File: src/common/usb_global_regs_map.vh
`ifndef USB_GLOBAL_REGS_MAP_VH
`define USB_GLOBAL_REGS_MAP_VH
// ------------------------------------------------------------
// register indices (byte address is four times the index)
// ------------------------------------------------------------
`define IDX_GLOBAL_CONTROL 8'hbc
`define IDX_EVENT_FLAGS 8'hbd
`define IDX_EVENT_ENABLES 8'hbe
`define IDX_FUNCTION_ADDRESS 8'hc6
`define IDX_ENDPOINT_SELECT 8'hc7
// ------------------------------------------------------------
// field positions and masks
// ------------------------------------------------------------
`define BIT_WAKE 5
`define BIT_END_OF_RESET 4
`define BIT_FRAME_START 3
`define BIT_SUSPEND 0
`define EVENT_MASK 8'h39
`define EP_SELECT_MASK 8'h0f
`define CTRL_MASK 8'h43
`define BIT_FUNCTION_ENABLE 7
`define BIT_SUSPEND_CLOCK 6
`define BIT_CONFIGURED 1
`define BIT_ADDRESS_ENABLE 0
// ------------------------------------------------------------
// reset values
// ------------------------------------------------------------
`define RST_EVENT_FLAGS 8'h00
`define RST_EVENT_ENABLES 8'h10
`define RST_FUNCTION_ADDRESS 8'h00
`define RST_ENDPOINT_SELECT 8'h00
`define RST_CONTROL 8'h00
// ------------------------------------------------------------
// timing
// ------------------------------------------------------------
`define CLK_HZ 20000000
`define SUSPEND_IDLE_US 3000
`define SUSPEND_IDLE_CYCLES ((`SUSPEND_IDLE_US * (`CLK_HZ / 1000000)))
`define RESET_SE0_BIT_TIMES 32
`define FS_BIT_HZ 12000000
`define RESET_SE0_CYCLES (((`RESET_SE0_BIT_TIMES * `CLK_HZ) + `FS_BIT_HZ - 1) / `FS_BIT_HZ)
`endif

File: src/hdl/event_flag.v
`timescale 1ns/1ps
// ------------------------------------------------------------
// sticky event flag, hardware set beats software clear
// ------------------------------------------------------------
module event_flag (
  input  wire clk,
  input  wire rst_n,
  input  wire set,
  input  wire clear,
  output reg  flag
);
  always @(posedge clk or negedge rst_n) begin
    if (!rst_n) begin
      flag <= 1'b0;
    end else if (set) begin
      flag <= 1'b1;
    end else if (clear) begin
      flag <= 1'b0;
    end
  end
endmodule // event_flag

File: src/hdl/usb_global_regs.v
`timescale 1ns/1ps
`include "usb_global_regs_map.vh"
module usb_global_regs #(
  parameter SUSPEND_CYCLES = `SUSPEND_IDLE_CYCLES,
  parameter RESET_CYCLES   = `RESET_SE0_CYCLES
) (
  input  wire        clk,
  input  wire        rst_n,
  input  wire        psel,
  input  wire        penable,
  input  wire        pwrite,
  input  wire [31:0] paddr,
  input  wire [31:0] pwdata,
  input  wire [3:0]  pstrb,
  output reg  [31:0] prdata,
  output reg         pready,
  output reg         pslverr,
  input  wire        line_se0,
  input  wire        line_j,
  input  wire        sof_pid_seen,
  input  wire        upstream_resume,
  output reg         usb_irq,
  output reg         function_enable,
  output reg  [6:0]  answer_address,
  output reg  [3:0]  endpoint_select_field,
  output reg         usb_clock_stop,
  output reg         pads_disabled,
  output reg         configured_control
);
  // ------------------------------------------------------------
  // input synchronisers
  // ------------------------------------------------------------
  reg [3:0] sync_a;
  reg [3:0] sync_b;
  always @(posedge clk or negedge rst_n) begin
    if (!rst_n) begin
      sync_a <= 4'h0;
      sync_b <= 4'h0;
    end else begin
      sync_a <= {upstream_resume, sof_pid_seen, line_j, line_se0};
      sync_b <= sync_a;
    end
  end
  wire se0_s = sync_b[0];
  wire j_s   = sync_b[1];
  wire sof_s = sync_b[2];
  wire up_s  = sync_b[3];
  // ------------------------------------------------------------
  // registers
  // ------------------------------------------------------------
  reg  [7:0] usb_global_event_enables;
  reg  [7:0] usb_function_address;
  reg  [7:0] usb_endpoint_select;
  reg  [7:0] usb_global_control;
  wire       wake_flag;
  wire       end_of_reset_flag;
  wire       frame_start_flag;
  wire       suspend_flag;
  wire [7:0] usb_global_event_flags = {2'b00, wake_flag, end_of_reset_flag,
                                       frame_start_flag, 2'b00, suspend_flag};
  // ------------------------------------------------------------
  // apb decode
  // ------------------------------------------------------------
  wire [7:0] idx = paddr[9:2];
  wire       access = psel && penable;
  wire       wr = access && pwrite && pstrb[0];
  wire       hit = (paddr[1:0] == 2'b00) && (paddr[31:10] == 22'h0) &&
                   ((idx == `IDX_GLOBAL_CONTROL) || (idx == `IDX_EVENT_FLAGS) ||
                    (idx == `IDX_EVENT_ENABLES) || (idx == `IDX_FUNCTION_ADDRESS) ||
                    (idx == `IDX_ENDPOINT_SELECT));
  wire       wr_flags = wr && hit && (idx == `IDX_EVENT_FLAGS);
  reg  [7:0] rd_val;
  always @* begin
    case (idx)
      `IDX_GLOBAL_CONTROL:   rd_val = usb_global_control;
      `IDX_EVENT_FLAGS:      rd_val = usb_global_event_flags;
      `IDX_EVENT_ENABLES:    rd_val = usb_global_event_enables;
      `IDX_FUNCTION_ADDRESS: rd_val = usb_function_address;
      `IDX_ENDPOINT_SELECT:  rd_val = usb_endpoint_select;
      default:               rd_val = 8'h00;
    endcase
  end
  always @(posedge clk or negedge rst_n) begin
    if (!rst_n) begin
      prdata  <= 32'h0;
      pready  <= 1'b0;
      pslverr <= 1'b0;
    end else begin
      pready  <= psel && !penable;
      pslverr <= psel && !penable && !((paddr[1:0] == 2'b00) &&
                 (paddr[31:10] == 22'h0) && (paddr[9:2] == `IDX_GLOBAL_CONTROL ||
                 paddr[9:2] == `IDX_EVENT_FLAGS || paddr[9:2] == `IDX_EVENT_ENABLES ||
                 paddr[9:2] == `IDX_FUNCTION_ADDRESS ||
                 paddr[9:2] == `IDX_ENDPOINT_SELECT));
      prdata  <= (psel && !penable && !pwrite && hit) ? {24'h0, rd_val} : 32'h0;
    end
  end
  wire xfer_wr = wr && pready && hit;
  // ------------------------------------------------------------
  // bus reset and suspend detection
  // ------------------------------------------------------------
  reg [7:0]  se0_cnt;
  reg        bus_reset;
  reg [19:0] idle_cnt;
  reg        suspended;
  wire       reset_end = bus_reset && !se0_s;
  wire       idle_done = (idle_cnt == SUSPEND_CYCLES[19:0] - 20'd1) && j_s;
  always @(posedge clk or negedge rst_n) begin
    if (!rst_n) begin
      se0_cnt   <= 8'h00;
      bus_reset <= 1'b0;
      idle_cnt  <= 20'h0;
      suspended <= 1'b0;
    end else begin
      if (!se0_s) begin
        se0_cnt   <= 8'h00;
        bus_reset <= 1'b0;
      end else if (se0_cnt == RESET_CYCLES[7:0] - 8'd1) begin
        bus_reset <= 1'b1;
      end else begin
        se0_cnt <= se0_cnt + 8'd1;
      end
      if (!j_s) begin
        idle_cnt <= 20'h0;
      end else if (!idle_done) begin
        idle_cnt <= idle_cnt + 20'd1;
      end
      if (idle_done) begin
        suspended <= 1'b1;
      end else if (!j_s && !up_s) begin
        suspended <= 1'b0;
      end
    end
  end
  // ------------------------------------------------------------
  // event flags
  // ------------------------------------------------------------
  wire wake_set    = suspended && !j_s && !up_s;
  wire suspend_set = idle_done && !suspended;
  event_flag u_wake (
    .clk   (clk),
    .rst_n (rst_n),
    .set   (wake_set),
    .clear (xfer_wr && wr_flags && !pwdata[`BIT_WAKE]),
    .flag  (wake_flag)
  );
  event_flag u_eor (
    .clk   (clk),
    .rst_n (rst_n),
    .set   (reset_end),
    .clear (xfer_wr && wr_flags && !pwdata[`BIT_END_OF_RESET]),
    .flag  (end_of_reset_flag)
  );
  event_flag u_sof (
    .clk   (clk),
    .rst_n (rst_n),
    .set   (sof_s),
    .clear (xfer_wr && wr_flags && !pwdata[`BIT_FRAME_START]),
    .flag  (frame_start_flag)
  );
  event_flag u_susp (
    .clk   (clk),
    .rst_n (rst_n),
    .set   (suspend_set),
    .clear (xfer_wr && wr_flags && !pwdata[`BIT_SUSPEND]),
    .flag  (suspend_flag)
  );
  // ------------------------------------------------------------
  // software registers
  // ------------------------------------------------------------
  always @(posedge clk or negedge rst_n) begin
    if (!rst_n) begin
      usb_global_event_enables <= `RST_EVENT_ENABLES;
      usb_function_address     <= `RST_FUNCTION_ADDRESS;
      usb_endpoint_select      <= `RST_ENDPOINT_SELECT;
      usb_global_control       <= `RST_CONTROL;
    end else begin
      if (xfer_wr && idx == `IDX_EVENT_ENABLES) begin
        usb_global_event_enables <= pwdata[7:0] & `EVENT_MASK;
      end
      if (xfer_wr && idx == `IDX_ENDPOINT_SELECT) begin
        usb_endpoint_select <= pwdata[7:0] & `EP_SELECT_MASK;
      end
      if (xfer_wr && idx == `IDX_FUNCTION_ADDRESS) begin
        usb_function_address <= pwdata[7:0];
      end else if (bus_reset) begin
        usb_function_address <= {usb_function_address[7], 7'h00};
      end
      if (bus_reset) begin
        usb_global_control[`BIT_CONFIGURED]     <= 1'b0;
        usb_global_control[`BIT_ADDRESS_ENABLE] <= 1'b0;
      end else if (xfer_wr && idx == `IDX_GLOBAL_CONTROL) begin
        usb_global_control <= pwdata[7:0] & `CTRL_MASK;
      end
    end
  end
  // ------------------------------------------------------------
  // outputs
  // ------------------------------------------------------------
  always @(posedge clk or negedge rst_n) begin
    if (!rst_n) begin
      usb_irq               <= 1'b0;
      function_enable       <= 1'b0;
      answer_address        <= 7'h00;
      endpoint_select_field <= 4'h0;
      usb_clock_stop        <= 1'b0;
      pads_disabled         <= 1'b0;
      configured_control    <= 1'b0;
    end else begin
      usb_irq <= |(usb_global_event_flags & usb_global_event_enables);
      function_enable <= usb_function_address[`BIT_FUNCTION_ENABLE];
      answer_address <= usb_global_control[`BIT_ADDRESS_ENABLE] ?
                        usb_function_address[6:0] : 7'h00;
      endpoint_select_field <= usb_endpoint_select[3:0];
      usb_clock_stop <= usb_global_control[`BIT_SUSPEND_CLOCK];
      pads_disabled <= suspend_flag;
      configured_control <= usb_global_control[`BIT_CONFIGURED];
    end
  end
endmodule // usb_global_regs

File: config.mk
export PLATFORM = sky130hd
export DESIGN_NAME = usb_global_regs
export DESIGN_NICKNAME = d
export VERILOG_FILES = /design/src/hdl/event_flag.v /design/src/hdl/usb_global_regs.v
export VERILOG_INCLUDE_DIRS = /design/src /design/src/common
export SDC_FILE = /design/constraint.sdc
export NUM_CORES = 1
export LEC_CHECK = 0
export BUFFER_PORTS_ARGS = -buffer_cell sky130_fd_sc_hd__buf_2
export CORE_AREA = 4 4 97 99
export DETAILED_ROUTE_END_ITERATION = 12
export DIE_AREA = 0 0 101 103
export GPL_TIMING_DRIVEN = 1
export HOLD_SLACK_MARGIN = 0.15
export PLACE_DENSITY = 0.75
export SETUP_SLACK_MARGIN = 0.05
export SLEW_MARGIN = 5
export SYNTH_ARGS = -nofsm -noshare
export SYNTH_HDL_FRONTEND = slang
export SYNTH_SLANG_ARGS = --single-unit
File: constraint.sdc
create_clock -name clk -period 2.6 [get_ports clk]
set_input_delay 0.39 -clock clk [delete_from_list [all_inputs] [get_ports clk]]
set_output_delay 0.39 -clock clk [all_outputs]
set_load 0.1 [all_outputs]
# Word level (Yosys, flattened, before mapping)
# Index checks and enable logic that the tools add are counted.
word_totals:
  in_bits: 77
  output_inout_bits: 50
  elab_cells: 117
  ff_bits: 87
op_classes:
  reduce_logical: 54
  mux: 23
  eq_ne: 10
  n_addsub: 2
  n_bitwise: 2
op_table:
  columns: ["cell", "n"]
  rows:
  - ["8-bit equality test, second input constant", 5]
  - ["20-bit two-way mux", 2]
  - ["8-bit case mux with 5 select lines", 1]
  - ["8-bit two-way mux", 4]
  - ["1-bit logical AND", 28]
  - ["22-bit logical NOT", 1]
  - ["20-bit by 1-bit adder with 20-bit output, second input constant", 1]
  - ["20-bit by 16-bit equality test with 1-bit output, second input constant", 1]
  - ["7-bit two-way mux", 2]
  - ["2-bit nonzero test", 7]
  - ["1-bit two-way mux", 12]
  - ["1-bit logical NOT", 11]
  - ["8-bit by 1-bit adder with 8-bit output, second input constant", 1]
  - ["8-bit by 6-bit equality test with 1-bit output, second input constant", 1]
  - ["8-bit OR reduction", 1]
  - ["6-bit bitwise AND", 1]
  - ["1-bit logical OR", 4]
  - ["2-bit two-way mux", 2]
  - ["2-bit inequality test, second input constant", 2]
  - ["2-bit logical NOT", 1]
  - ["2-bit by 1-bit inequality test with 1-bit output, second input constant", 1]
  - ["2-bit AND reduction", 1]
  - ["1-bit inverter", 1]

# Longest topological paths before layout
depth:
  word_depth: 12
  depth_mapped: 7
  depth_no_buf: 6

# Hierarchy
# Synthesis repeated with hierarchy kept, for this count alone.
hier_totals:
  cells_unflattened: 373
  area_unflattened_um2: 4262.8
by_module_without_submodules:
  columns: ["mod", "seq_area_each_um2", "area_each_um2", "n_inst", "cells_each"]
  rows:
  - ["usb_global_regs", 2078.2, 4117.7, 1, 361]
  - ["event_flag", 25.0, 36.3, 4, 3]

# Worst setup path before layout
# No wires, ideal clock.
synth_timing:
  path_type: "register to register"
  start: "register pready"
  end: "register usb_endpoint_select[0]"
  setup_ps: 125
  stages_incl_launch_ff: 5
  t_arrival_ps: 2344
  period_less_slack_ps: 2469
  slack_ps: 131
  required_ps: 2475
  n_path_buf: 0
  cell_sequence: "dfrtp_1 nand3_1 or3_1 nor3_1 mux2_2"
synth_via:
  elab_chain_cells: 3
synth_rtl:
  columns: ["item", "line_no", "rtl"]
  rows:
  - ["start, declared", "usb_global_regs.v:16", "output reg pready,"]
  - ["start signal, assigned", "usb_global_regs.v:89", "pready <= psel && !penable;"]
  - ["1-bit logical AND (2 in series)", "usb_global_regs.v:98", "wire xfer_wr = wr && pready && hit;"]
  - ["1-bit logical AND (no line)", null, null]
  - ["end signal, assigned", "usb_global_regs.v:175", "usb_endpoint_select <= `RST_ENDPOINT_SELECT;"]
  - ["end signal, assigned", "usb_global_regs.v:182", "usb_endpoint_select <= pwdata[7:0] & `EP_SELECT_MASK;"]
  - ["end, declared", "usb_global_regs.v:53", "reg [7:0] usb_endpoint_select;"]
# No other way between the ends.
# A chain may end at the register's enable or synchronous reset.

# Worst setup path in the final report
layout_timing:
  start: "input port paddr[5]"
  end: "register prdata[4]"
layout_via:
  elab_chain_cells: 8
  word_cells_on_any_way: 13
  cone_classes: "eq/ne (5); mux (2); reduce/logical (6)"
layout_rtl:
  columns: ["item", "line_no", "rtl"]
  rows:
  - ["start, declared", "usb_global_regs.v:12", "input wire [31:0] paddr,"]
  - ["8-bit equality test", "usb_global_regs.v:74", "case (idx)"]
  - ["1-bit logical OR (4 in series)", "usb_global_regs.v:68", "((idx == `IDX_GLOBAL_CONTROL) || (idx == `IDX_EVENT_FLAGS) ||"]
  - ["1-bit logical AND", "usb_global_regs.v:67", "wire hit = (paddr[1:0] == 2'b00) && (paddr[31:10] == 22'h0) &&"]
  - ["1-bit logical AND", "usb_global_regs.v:95", "prdata <= (psel && !penable && !pwrite && hit) ? {24'h0, rd_val} : 32'h0;"]
  - ["8-bit two-way mux (*)", "usb_global_regs.v:95", null]
  - ["end signal, assigned", "usb_global_regs.v:95", null]
  - ["end, declared", "usb_global_regs.v:15", "output reg [31:0] prdata,"]
# Every way passes the cells marked *; elsewhere a longest branch is shown, timed or not.

==> results.py <==
metrics = {
    "floorplanning": {
        "die_h_um": 103,
        "design.core.area_um2": 8551,
        "num_rows": 34,
        "dieArea_um2": 10400,
        "pin_count": 127,
        "start_util_pct": 46.08,
        "die_x_um": 101,
    },
    "yosys": {
        "synth_flop_cell": "dfrtp_1",
        "synth_edf_count": 0,
        "ys_async_sr_fraction_pct": 100.0,
        "synth_top_area_cell": "dfrtp_1",
        "netlist_instances": 358,
        "synth_cell_types": 51,
        "yosysTopAreaCellShare_pct": 54.62,
        "synth.area.top_cells": "dfrtp_1 (55%), buf_4 (4.6%), and2_1 (3.7%)",
        "synth_warnings": 0,
        "synth_area_um2": 3940,
        "ys_ff_latch": 87,
        "syn_avg_cell_area_um2": 11.01,
        "yosysMostFrequentCell": "dfrtp_1",
        "synth_commonest_cells": "dfrtp_1 (86), nand2_1 (38), buf_4 (24)",
        "seq_area_frac_synth_pct": 55.29,
    },
    "worst_setup_path": {
        "critPathLaunchType": "input port",
        "cp.arrival_ns": 2.28,
        "crit_path_cell_trace": "buf_2 > or3_1 > or2_1 > a211o_2 > or3b_1 > a21oi_1",
        "regToRegSetupSlack_ns": 0.60,
        "r2r-end": "idle_cnt[1]",
        "path_max_fanout": 8,
        "critical_path.endpoint": "prdata[4]",
        "worstPathRequired_ns": 2.86,
        "path_class": "input port to flop",
        "max_stage_delay_ns": 0.55,
        "cp-startpoint": "paddr[5]",
        "r2r_start": "idle_cnt[10]",
        "end_kind": "flop",
        "slowest_stage": "or3b_1",
        "rr_worst_depth": 4,
    },
    "clock_tree": {
        "cts_resized": 0,
        "clock_latency_ns": 0.35,
        "clock_sinks": 87,
        "h-tree-depth": 3,
        "numCtsBuffers": 9,
        "cts_root_buf": "clkbuf_8",
        "cts_tree": "built",
        "ctsLongestPathBuffers": 2,
        "cts.clk_slew.worst_paths_ns": 0.08,
    },
    "finish": {
        "syn2layout_area_growth_pct": 17.18,
        "diodes": 0,
        "layout-drive-gt1-share_pct": 25.93,
        "final_nets": 530,
        "multi_input_area_um2": 1608,
        "nFillCells": 736,
        "register_area_um2": 2178,
    },
    "sta": {
        "rsz0062_at_grt": "false",
        "min_period_ns": 2.026,
        "tightest_slew_ns": 0.6490,
        "skew_ns": 0.01170,
        "setup_ws_ns": 0.5741,
        "hold_viol_final": 0,
        "maxSlewViolCount": 0,
        "setup_viol": 0,
        "fin_crit_sh_pct": 77.92,
        "slew_headroom_pct": 56.73,
        "fmax_ghz": 0.4936,
        "setup_tns_ns": 0,
    },
    "place": {
        "gp_congestion": 0.8000,
        "port_buffers": 75,
        "dp_hpwl_mm": 5.652,
        "post-place-ws_ns": 0.2136,
    },
    "global_routing": {
        "grtUsageTotal_pct": 14.81,
        "grt.overflow.total": 0,
        "antenna_found_initial": 0,
        "grt_pass1_vias": 2662,
        "grt_pass1_wl_mm": 12.22,
        "grt_max_degree": 53,
    },
    "detailed_routing": {
        "drt_iter0_markers": 109,
        "via_per_inst": 5.133,
        "vias": 2890,
        "firstDrtPassIters": 4,
        "wire_per_inst_um": 13.83,
        "ant_nets": 0,
        "drc": 0,
        "wirelength_mm": 7.787,
    },
    "worst_hold_path": {
        "hold-path-cell-count": 2,
        "hp-class": "input port to flop",
    },
    "run": {
        "cap_viol_max_count": 0,
    },
    "pwr": {
        "power_leakage_nw": 2.221,
        "power_density_nw_per_um2": 539.2,
        "max-vdd-ir-drop_mv": 0.2724,
    },
    "run_status": {
        "outcome": "finished clean",
    },
}
==> cells in the final DEF, fill, tap and decap left out, types with 9 or more instances in the layout <==
cell      instances
nor4_1           10
nor2_1           12
nand2_1          38
mux2_2           10
dfrtp_1          86
buf_2            74
conb_1           24
clkbuf_8          9
nand3_1          13
nor3_1           11
and2_1           23
o21ai_0          18
or3_1             9
==> flip-flops by register name (all words and copies together) (netlist names), 4 cells and up <==
name                      cells
usb_function_address          8
usb_global_event_enables      4
se0_cnt                       8
usb_endpoint_select           4
answer_address                7
sync_b                        4
sync_a                        4
endpoint_select_field         4
idle_cnt                     20
prdata                        8
==> worst min-delay path by stage <==
stage | start | end | slack, ns
after floorplan | rst_n | answer_address[0] | 0.09
after global placement | sync_a[1] | sync_b[1] | 0.33
after detailed placement | sync_a[1] | sync_b[1] | 0.34
after CTS | penable | pready | 0.20
after global routing | penable | pready | 0.22
final | penable | pready | 0.22
==> what timing repair did <==
| action | in CTS | in global routing |
|---|---|---|
| hold buffers | 5 | 0 |
| setup endpoints to repair | 0 | 0 |
| setup buffers | 0 | 0 |
| endpoints found under the hold margin | 53 | 0 |
==> kinds of logic after synthesis <==
| logic type | after synthesis | synth area share, % |
|---|---|---|
| flops | 87 | 55.29 |
| xor+xnor | 15 | 3.334 |
| compound gates | 49 | 8.511 |
| simple gates | 149 | 20.83 |
| buf+inv | 36 | 6.097 |
| fa+ha+maj | 3 | 0.9528 |
| mux | 18 | 4.891 |
| other cells | 1 | 0.09518 |
==> layer usage <==
metal | GRT usage (%) | vias to the layer above | wire [um]
met1 | 19.49 | 1395 | 3418
met2 | 23.80 | 82 | 3791
met3 | 3.721 | 5 | 485
met5 | 0 | - | 0
li1 | - | 1408 | -
met4 | 5.521 | 0 | 92
==> final cells by class <==
class | instances | share of cell area (%)
clock buffers | 10 | 2.764
well taps | 108 | 2.927
clock inverters | 6 | 0.9756
inverters | 6 | 0.4878
flip-flops and latches | 87 | 47.18
repair buffers | 88 | 10.84
multi-input cells | 258 | 34.82
==> stage by stage <==
step | hold WS (ns) | cell area, um2 | instances | util (%) | total power [mW]
CTS | 0.2043 | 4617 | 563 | 53.99 | 2.519
global placement | 0.3315 | 4394 | 542 | 51.39 | 1.684
global route | 0.2154 | 4617 | 563 | 53.99 | 2.597
finish | 0.2188 | 4617 | 563 | 53.99 | 2.490
detailed placement | 0.3378 | 4394 | 542 | 51.39 | 1.688
floorplan | 0.09441 | 4026 | 381 | - | 1.630
==> worst max-delay path: cells and delay by family <==
family	cells	cell delay (ns)
compound gates	2	0.58
buf+inv	1	0.10
simple gates	3	1.21
==> power by group <==
group	internal [mW]	total (mW)	leakage [nW]	switching [mW]
clock	0.350	0.824	0.0789	0.474
combinational	0.0559	0.279	1.02	0.223
sequential	1.37	1.39	1.12	0.0194
total	1.77	2.49	2.22	0.717
Power figures use the tool's default switching activity.
